File: src/pkg/ssrq_pkg.sv
// Constants, types and field layout for the status and service request block.
// Assumes a single 125 MHz clock domain shared with the command parser.
package ssrq_pkg;

	// ==========================================================
	// Register width and bit positions
	localparam int REG_W   = 8;
	localparam int POS_OPC = 0;	// Operation complete
	localparam int POS_QYE = 2;	// Query error
	localparam int POS_EXE = 4;	// Execution error
	localparam int POS_CME = 5;	// Command error
	localparam int POS_PON = 7;	// Power on
	localparam int POS_ESB = 5;	// Event summary in status byte
	localparam int POS_MSS = 6;	// Request service / master summary

	// ==========================================================
	// Reset values
	localparam logic [REG_W-1:0] EVT_RESET = 8'h80;	// Only power-on set
	localparam logic [REG_W-1:0] ENA_RESET = 8'h00;
	localparam logic [REG_W-1:0] REG_ZERO  = 8'h00;

	// ==========================================================
	// Decimal conversion divisors
	localparam logic [REG_W-1:0] DEC_HUNDRED = 8'h64;
	localparam logic [REG_W-1:0] DEC_TEN     = 8'h0A;

	// ==========================================================
	// Host operations delivered by the command parser
	typedef enum logic [2:0] {
		OP_EVT_ENA_WR,
		OP_EVT_ENA_QRY,
		OP_SRQ_ENA_WR,
		OP_SRQ_ENA_QRY,
		OP_EVT_QRY,
		OP_STB_QRY,
		OP_CLEAR_ALL
	} ssrq_op_t;

	typedef struct packed {
		logic             valid;
		ssrq_op_t         op;
		logic [REG_W-1:0] data;
	} ssrq_cmd_t;

	// Event pulses raised by the instrument
	typedef struct packed {
		logic cmdErr;
		logic execErr;
		logic queryErr;
		logic opComplete;
	} ssrq_evt_t;

	// Response handed to the talker
	typedef struct packed {
		logic             valid;
		logic [REG_W-1:0] value;
		logic [3:0]       hundreds;
		logic [3:0]       tens;
		logic [3:0]       ones;
	} ssrq_rsp_t;

endpackage : ssrq_pkg

File: src/design/ssrq_status.sv
// Status system: event latch, enables, status byte, service request, query answers.
// Assumes commands, events and talk state come from logic on sys_clk.
`timescale 1ns/100ps

module ssrq_status (
	// Clock and reset
	input  wire logic                      sys_clk,
	input  wire logic                      reset,
	// Parsed host operations and instrument events
	input  wire ssrq_pkg::ssrq_cmd_t       hostCmd,
	input  wire ssrq_pkg::ssrq_evt_t       events,
	input  wire logic [ssrq_pkg::REG_W-1:0] auxSummary,
	// Bus state
	input  wire logic                      talkAddressed,
	input  wire logic                      hostListening,
	input  wire logic                      serialPoll,
	input  wire logic                      rspTaken,
	// Results
	output ssrq_pkg::ssrq_rsp_t            rsp_ff,
	output logic [ssrq_pkg::REG_W-1:0]     statusByte_ff,
	output logic [ssrq_pkg::REG_W-1:0]     pollByte_ff,
	output logic                           srqAssert_ff
);
	import ssrq_pkg::*;

	// ==========================================================
	// State
	logic [REG_W-1:0] evtReg_ff, nxt_evtReg;
	logic [REG_W-1:0] evtEna_ff, nxt_evtEna;
	logic [REG_W-1:0] srqEna_ff, nxt_srqEna;
	logic             mssPrev_ff, nxt_mssPrev;
	logic             pend_ff, nxt_pend;
	logic [REG_W-1:0] pendVal_ff, nxt_pendVal;
	ssrq_rsp_t        nxt_rsp;
	logic [REG_W-1:0] nxt_statusByte;
	logic [REG_W-1:0] nxt_pollByte;
	logic             nxt_srqAssert;

	// Combinational helpers
	logic [REG_W-1:0] evtSet;
	logic             clearEvt;
	logic             evtSummary;
	logic [REG_W-1:0] stbLow;
	logic             mss;
	logic [REG_W-1:0] stbNow;
	logic             talkOpen;
	logic             isQuery;

	// Binary to three decimal digits for the response text
	function automatic logic [11:0] to_decimal(input logic [REG_W-1:0] v);
		logic [REG_W-1:0] h;
		logic [REG_W-1:0] r;
		logic [REG_W-1:0] t;
		logic [REG_W-1:0] o;
		h = v / DEC_HUNDRED;
		r = v % DEC_HUNDRED;
		t = r / DEC_TEN;
		o = r % DEC_TEN;
		return {h[3:0], t[3:0], o[3:0]};
	endfunction : to_decimal

	// ==========================================================
	// Summary path, purely combinational
	always_comb begin
		evtSet             = REG_ZERO;
		evtSet[POS_CME]    = events.cmdErr;
		evtSet[POS_EXE]    = events.execErr;
		evtSet[POS_QYE]    = events.queryErr;
		evtSet[POS_OPC]    = events.opComplete;
		evtSummary         = |(evtReg_ff & evtEna_ff);
		stbLow             = auxSummary;
		stbLow[POS_ESB]    = evtSummary;
		stbLow[POS_MSS]    = 1'b0;
		mss                = |(stbLow & srqEna_ff);
		stbNow             = stbLow;
		stbNow[POS_MSS]    = mss;
		talkOpen           = talkAddressed && hostListening;
		isQuery            = hostCmd.valid && ((hostCmd.op == OP_EVT_ENA_QRY) ||
			(hostCmd.op == OP_SRQ_ENA_QRY) || (hostCmd.op == OP_EVT_QRY) ||
			(hostCmd.op == OP_STB_QRY));
		clearEvt           = hostCmd.valid &&
			((hostCmd.op == OP_EVT_QRY) || (hostCmd.op == OP_CLEAR_ALL));
	end

	// ==========================================================
	// Next state
	always_comb begin
		// Event bits: a new event in the clearing cycle survives the clear
		nxt_evtReg  = (evtReg_ff & ~{REG_W{clearEvt}}) | evtSet;
		nxt_evtEna  = evtEna_ff;
		nxt_srqEna  = srqEna_ff;
		nxt_pend    = pend_ff;
		nxt_pendVal = pendVal_ff;
		nxt_rsp     = rsp_ff;
		nxt_mssPrev = mss;
		// Status byte has no clear of its own, it only mirrors summaries
		nxt_statusByte = stbNow;
		// Request service: edge of master summary sets, poll clears, set wins
		nxt_srqAssert = (srqAssert_ff && !serialPoll) || (mss && !mssPrev_ff);
		nxt_pollByte  = stbNow;
		nxt_pollByte[POS_MSS] = nxt_srqAssert;

		// Drop an offered response once taken or when talking ends
		if (rsp_ff.valid && (rspTaken || !talkOpen)) begin
			nxt_rsp.valid = 1'b0;
		end
		// Offer the pending answer only once addressed to talk
		if (pend_ff && talkOpen && !rsp_ff.valid) begin
			nxt_rsp.valid = 1'b1;
			nxt_rsp.value = pendVal_ff;
			{nxt_rsp.hundreds, nxt_rsp.tens, nxt_rsp.ones} = to_decimal(pendVal_ff);
			nxt_pend = 1'b0;
		end

		if (hostCmd.valid) begin
			unique case (hostCmd.op)
				OP_EVT_ENA_WR:  nxt_evtEna  = hostCmd.data;
				OP_SRQ_ENA_WR:  nxt_srqEna  = hostCmd.data;
				OP_EVT_ENA_QRY: nxt_pendVal = evtEna_ff;
				OP_SRQ_ENA_QRY: nxt_pendVal = srqEna_ff;
				OP_EVT_QRY:     nxt_pendVal = evtReg_ff;
				OP_STB_QRY:     nxt_pendVal = stbNow;
				OP_CLEAR_ALL:   nxt_pendVal = pendVal_ff;
				default:        nxt_pendVal = pendVal_ff;
			endcase
		end
		// A later query replaces any unanswered one
		if (isQuery) begin
			nxt_pend = 1'b1;
		end
	end

	// ==========================================================
	// Registers
	always_ff @(posedge sys_clk) begin
		if (reset) begin
			evtReg_ff     <= EVT_RESET;
			evtEna_ff     <= ENA_RESET;
			srqEna_ff     <= ENA_RESET;
			mssPrev_ff    <= 1'b0;
			pend_ff       <= 1'b0;
			pendVal_ff    <= REG_ZERO;
			rsp_ff        <= '0;
			statusByte_ff <= REG_ZERO;
			pollByte_ff   <= REG_ZERO;
			srqAssert_ff  <= 1'b0;
		end else begin
			evtReg_ff     <= nxt_evtReg;
			evtEna_ff     <= nxt_evtEna;
			srqEna_ff     <= nxt_srqEna;
			mssPrev_ff    <= nxt_mssPrev;
			pend_ff       <= nxt_pend;
			pendVal_ff    <= nxt_pendVal;
			rsp_ff        <= nxt_rsp;
			statusByte_ff <= nxt_statusByte;
			pollByte_ff   <= nxt_pollByte;
			srqAssert_ff  <= nxt_srqAssert;
		end
	end
endmodule : ssrq_status

File: config.mk
export PLATFORM = sky130hd
export DESIGN_NAME = ssrq_status
export DESIGN_NICKNAME = d
export VERILOG_FILES = /design/src/pkg/ssrq_pkg.sv /design/src/design/ssrq_status.sv
export SDC_FILE = /design/constraint.sdc
export NUM_CORES = 1
export LEC_CHECK = 0
export ABC_AREA = 1
export BUFFER_PORTS_ARGS = -buffer_cell sky130_fd_sc_hd__buf_4
export CORE_ASPECT_RATIO = 0.5
export CORE_UTILIZATION = 48
export DETAILED_ROUTE_END_ITERATION = 16
export PLACE_DENSITY = 0.74
export SYNTH_ARGS = -nofsm -noshare
export SYNTH_HDL_FRONTEND = slang
export SYNTH_SLANG_ARGS = --single-unit
File: constraint.sdc
create_clock -name sys_clk -period 2.05 [get_ports sys_clk]
set_input_delay 0.5125 -clock sys_clk [delete_from_list [all_inputs] [get_ports sys_clk]]
set_output_delay 0.5125 -clock sys_clk [all_outputs]
set_load 0.01 [all_outputs]
## Word-level counts from Yosys, hierarchy flattened

Index checks and enable logic that the tools add are counted.

| word-level totals | value |
|---|---|
| memories | 0 |
| memory bits (read-only) | 0 |
| input bits | 30 |
| memory bits (writable) | 0 |
| output and inout port bits | 38 |
| bits in latches | 0 |
| logic and storage cells | 61 |
| register bits after elaboration | 72 |

| operators by class | value |
|---|---|
| shift operators | 0 |
| order comparisons | 0 |
| mux-type cells | 5 |
| divide/modulo/power cells | 4 |
| add/sub/neg operators | 0 |
| bitwise logic cells | 5 |
| multiply operators | 0 |
| eq/ne operators | 6 |
| reductions and logical operators | 27 |

Operator list:

| kind | number |
|---|---|
| one-hot mux 8 bit (4 select lines) | 1 |
| bitwise AND 8 bit | 3 |
| two-way mux 21 bit | 1 |
| OR reduction 8 bit | 2 |
| == test 3 bit, second input constant | 3 |
| divider 8 x 4 -> 8 bit, second input constant | 1 |
| divider 8 x 7 -> 8 bit, second input constant | 1 |
| logical AND 1 bit | 8 |
| remainder unit 8 x 4 -> 8 bit, second input constant | 1 |
| remainder unit 8 x 7 -> 8 bit, second input constant | 1 |
| inverter 8 bit | 1 |
| bitwise OR 8 x 6 -> 8 bit | 1 |
| == test 3 x 2 -> 1 bit, second input constant | 2 |
| logical OR 1 bit | 6 |
| AND reduction 2 bit | 3 |
| logical NOT 1 bit | 4 |
| nonzero test 2 bit | 2 |
| nonzero test 4 bit | 1 |
| == test 3 x 1 -> 1 bit, second input constant | 1 |
| logical NOT 3 bit | 1 |
| two-way mux 1 bit | 3 |

## Logic depth before layout (Yosys ltp)

| depth | value |
|---|---|
| depth in word-level cells | 6 |
| gate-level depth with buffers | 29 |
| mapped depth without buffers | 29 |

## Least setup slack after synthesis

No wires, ideal clock.

| timing | value |
|---|---|
| path type | register to register |
| from | register pendVal_ff[3] |
| to | register rsp_ff[1] (netlist bit) |
| period minus slack after synthesis | 2.207 ns |
| path slack | -0.157 ns |
| stages on the path, launching flop included | 25 |
| arrival | 2.098 ns |
| library setup time | 0.109 ns |
| buffers on the path | 0 |
| required time | 1.941 ns |
| cell sequence | dfxtp_1 nor2_2 nand2_2 a21oi_1 inv_2 nand2_4 nand2_2 nand2_4 inv_2 nand2_2 nand2_2 inv_2 nand2_2 nand2_2 nand3_1 nand2_2 nand2_2 nand2_1 nand3_2 nand2_2 nand2_2 nand2_1 nand3_1 nand2_1 inv_1 |

| on the way | value |
|---|---|
| longest elaborated chain between the ends | 2 |

RTL lines:

| what | line | text |
|---|---|---|
| from (decl) | ssrq_status.sv:33 | `logic [REG_W-1:0] pendVal_ff, nxt_pendVal;` |
| from (signal assigned) | ssrq_status.sv:153 | `pendVal_ff <= nxt_pendVal;` |
| remainder unit 8 x 7 -> 8 bit | ssrq_status.sv:56 | `r = v % DEC_HUNDRED;` |
| remainder unit 8 x 4 -> 8 bit | ssrq_status.sv:58 | `o = r % DEC_TEN;` |
| to (signal assigned) | ssrq_status.sv:154 | `rsp_ff <= nxt_rsp;` |
| to (decl) | ssrq_status.sv:19 | `output ssrq_pkg::ssrq_rsp_t rsp_ff,` |

No other way between the ends.
A chain may end at the register's enable or synchronous reset.

## Final worst setup path

Same ends and word-level chain as after synthesis.

==> metrics.md <==
| Metric | Value |
|---|---|
| Outcome | complete, but fails checks |
| Failing checks | negative setup slack |
| Area delta synth->final | 43.5% |
| Largest net degree at the start of global routing | 37 |
| Number of buffers inserted by hold repair at cts | 0 |
| Latest clock arrival within the worst-skew pair | 0.33 ns |
| Row count | 19 |
| HP Class | in -> reg |
| # diodes | 0 |
| Longest Clk Path Bufs | 2 |
| Initial drt markers | around 180 |
| Die Ht | between 50 and 60 µm |
| Post-Route Utilization | 74.7% |
| Total power divided by cell area | ~900 nW/µm² |
| CTS tree | done |
| Fmax achieved | a little over 400 MHz |
| CTS Buf Count | 9 |
| I/O pin total | 68 |
| Setup TNS | -1.46 ns |
| Critical Path AT | between 2 and 3 ns |
| Min Tclk post-route | 2.44 ns |
| Via count | ~3000 |
| Layout cells sized above 1 | a little over a third |
| Die area | around 6500 µm² |
| Required @ worst endpoint | between 2 and 2.5 ns |
| Clk_skew | between 0.003 and 0.004 ns |
| Grt ovf | 0 |
| Worst setup SP type | register |
| CTS Root Buffer Type | clkbuf_16 |
| Fin Hold WS | approximately 0.38 ns |
| Critical Path End Type | register |
| Post-DRT Antenna Nets | 0 |
| Vias in the first global route | approximately 2600 |
| Crit. Startpoint | pendVal_ff[3]$_SDFFE_PP0P_ |
| DRT Wirelength | 7.82 mm |
| Final worst slack | -0.393 ns |
| Slowest CP cell | dfxtp_4 |
| CP endpoint | rsp_ff[1]$_SDFFE_PP0P_ |
| Seq/Total Area, Yosys | 40.5% |
| CP most frequent cell | nand2_4 |
| # DRC | 0 |
| #FFs+latches synth | 60 |
| Vias per cell | roughly 5.0 |
| Drt pass-1 iters | 5 |
| First-pass GRT wire length | around 12 mm |
| Hpwl dp | 5.15 mm |
| R2R setup slack | -0.39 ns |
| IR drop worst, VDD | between 0.0004 and 0.0005 V |
| Leakage | ~2.1 nW |
| Fill count | ~420 |
| Pins over their slew limit | 0 |
| Netlist cell types | 33 |
| Clock sink count | 60 |
| Mapped cell area | ~3000 µm² |
| Post-Syn Area per Cell | ~7 µm² |
| Post-route cell area | about 4300 µm² |
| WS Path Type | reg -> reg |
| Final nets | roughly 550 |
| Final hold violation count | 0 |
| Worst r2r dst | rsp_ff[1]$_SDFFE_PP0P_ |
| Max Cap Viol | 0 |
| Worst Reg-to-Reg Cells | 24 |
| Placed cell area | ~3700 µm² |
| Core Area | ~5700 µm² |
| Final period util | 119% |
| R2r startpoint | pendVal_ff[3]$_SDFFE_PP0P_ |
| Setup violations, final | 5 |
| DIE WIDTH | between 100 and 150 µm |
| Critical path, cell by cell | nor2_4, buf_4, a21oi_4, inv_1, nand3_1, nand2_2, nand2_4, nand2_4, inv_4, nand4_4, nand2_4, nand2_4, nand2_2, nand2_2, nand2_4, nand2_4, nand2_2, nand3_4, nand2_4, nand2_4, nand2_1, nand3_1, nand2_1, inv_1 |
| Initial antenna violation count | 0 |
| Port bufs | 63 |
| Critical-path maximum fanout | 6 |
| Unrepaired setup endpoints after global routing | yes |
| DR WL/cell | between 10 and 15 µm |
| Post-Synthesis Cells | 425 |
| CP max stage delay | roughly 0.39 ns |
| Global router's overall resource usage | between 20% and 30% |
| Clk slew on worst S/H paths | approximately 0.05 ns |
| Placer Congestion | about 0.9 |
| Yosys warns | 0 |
| Initial Util | 52.0% |
| H-tree depth | 3 |
[kinds of logic (layout without fill, tap and decap cells)]
kind of cell	Yosys count	in the layout	share of synthesized area, %
xor gates and xnor gates	1	1	0.295
DFF	60	60	40.5
AOI/OAI and AO/OA	102	102	19.3
other	1	2	0.126
and+or+nand+nor	158	158	25.2
buffers and inverters	103	200	14.6
[flip-flops by register name, summed over array words and instances (netlist names)]
signal,cells
evtEna_ff,8
evtReg_ff,8
pendVal_ff,8
pend_ff,1
rsp_ff,18
pollByte_ff,1
statusByte_ff,8
srqEna_ff,8
[report_power, final]
part	internal (mW)	switching (mW)	total, mW
sequential	1.22	0.0409	1.27
clock	1.19	0.531	1.72
combinational	0.355	0.483	0.838
total	2.77	1.06	3.82
[through the flow]
step	setup WS (ns)	instances	power [mW]
2_1_floorplan	-0.0990	426	1.71
3_3_place_gp	-0.294	573	1.93
3_5_place_dp	-0.342	573	1.95
4_1_cts	-0.368	589	3.68
5_1_grt	-0.583	596	3.99
6_report	-0.393	596	3.82
[critical path: cells and delay by family (launching register included)]
| family | cells | cell delay (ns) |
|---|---|---|
| buffers and inverters | 4 | 0.34 |
| DFF | 1 | 0.39 |
| and+or+nand+nor | 19 | 1.47 |
| AOI/OAI and AO/OA | 1 | 0.14 |
[area by class of cell]
| type | count | area, µm² | area share [%] |
|---|---|---|---|
| Sequential cell | 60 | 1210 | 28.4 |
| Clock inverter | 6 | 113 | 2.64 |
| Clock buffer | 10 | 229 | 5.37 |
| Multi-Input combinational cell | 263 | 1520 | 35.7 |
| Inverter | 80 | 313 | 7.34 |
| Tap cell | 73 | 91.3 | 2.14 |
| Timing Repair Buffer | 104 | 781 | 18.3 |
[timing repair]
action                     CTS  global route
pin swaps                    0            16
setup endpoints to repair    5             5
resized for setup            3            51
setup buffers                0             7
[routing by layer]
layer	track usage [%]	part of all wire, %
met3	7.22	5.2
met4	7.33	1.3
met2	40.6	49
met1	28.6	44
met5	0	0
[cell usage after synthesis (all sizes together)]
cell type | number | share of area, %
xor2 | 1 | 0.30
nand4 | 3 | 0.84
clkbuf | 9 | 1.1
o21ai | 42 | 7.2
nand2 | 75 | 12
o31ai | 1 | 0.25
o2111ai | 4 | 1.2
o22ai | 7 | 1.5
a211oi | 1 | 0.25
clkinv | 1 | 0.13
nand3 | 22 | 4.2
inv | 79 | 10
a31oi | 2 | 0.42
buf | 14 | 3.4
nor2 | 48 | 6.2
conb | 1 | 0.13
o211ai | 4 | 1.0
nor3 | 8 | 1.3
nor3b | 1 | 0.25
o221ai | 1 | 0.30
nand3b | 1 | 0.25
a221oi | 4 | 1.2
a21oi | 36 | 6.1
dfxtp | 60 | 40
[worst min path at each step]
stage                                 from                        end  slack [ns]  cells past startpoint
3_5_place_dp   statusByte_ff[6]$_SDFF_PP0_  pollByte_ff[6]$_SDFF_PP0_        0.43                      1
3_3_place_gp   statusByte_ff[6]$_SDFF_PP0_  pollByte_ff[6]$_SDFF_PP0_        0.43                      1
5_1_grt                         hostCmd[3]  evtEna_ff[3]$_SDFFE_PP0P_        0.41                      3
2_1_floorplan  statusByte_ff[6]$_SDFF_PP0_  pollByte_ff[6]$_SDFF_PP0_        0.42                      1
4_1_cts                          events[3]    evtReg_ff[5]$_SDFF_PP0_        0.38                      3
6_report                         events[2]    evtReg_ff[4]$_SDFF_PP0_        0.38                      3
[cells in the final DEF (no fill, tap or decap), types with 2 or more instances in the layout]
| cell | netlist | routed |
|---|---|---|
| nor2_2 | 2 | 4 |
| dfxtp_1 | 60 | 55 |
| clkinv_4 | 0 | 2 |
| nor2_1 | 46 | 43 |
| nand3_2 | 3 | 5 |
| a21oi_1 | 36 | 34 |
| bufinv_16 | 0 | 3 |
| o21ai_0 | 39 | 35 |
| nand3_4 | 0 | 3 |
| inv_2 | 7 | 10 |
| inv_4 | 0 | 2 |
| nand4_1 | 2 | 2 |
| conb_1 | 1 | 2 |
| o21ai_1 | 2 | 5 |
| dfxtp_2 | 0 | 3 |
| o211ai_1 | 4 | 4 |
| a31oi_1 | 2 | 2 |
| a221oi_1 | 4 | 4 |
| nand3_1 | 19 | 14 |
| clkbuf_16 | 0 | 9 |
| nand2_4 | 5 | 16 |
| buf_4 | 12 | 104 |
| inv_1 | 72 | 66 |
| nand2_1 | 55 | 41 |
| o22ai_1 | 7 | 7 |
| a21oi_4 | 0 | 2 |
| dfxtp_4 | 0 | 2 |
| o21ai_2 | 1 | 2 |
| nand2_2 | 15 | 18 |
| o2111ai_1 | 4 | 4 |
| nor3_1 | 8 | 8 |
Power figures use the tool's default switching activity.
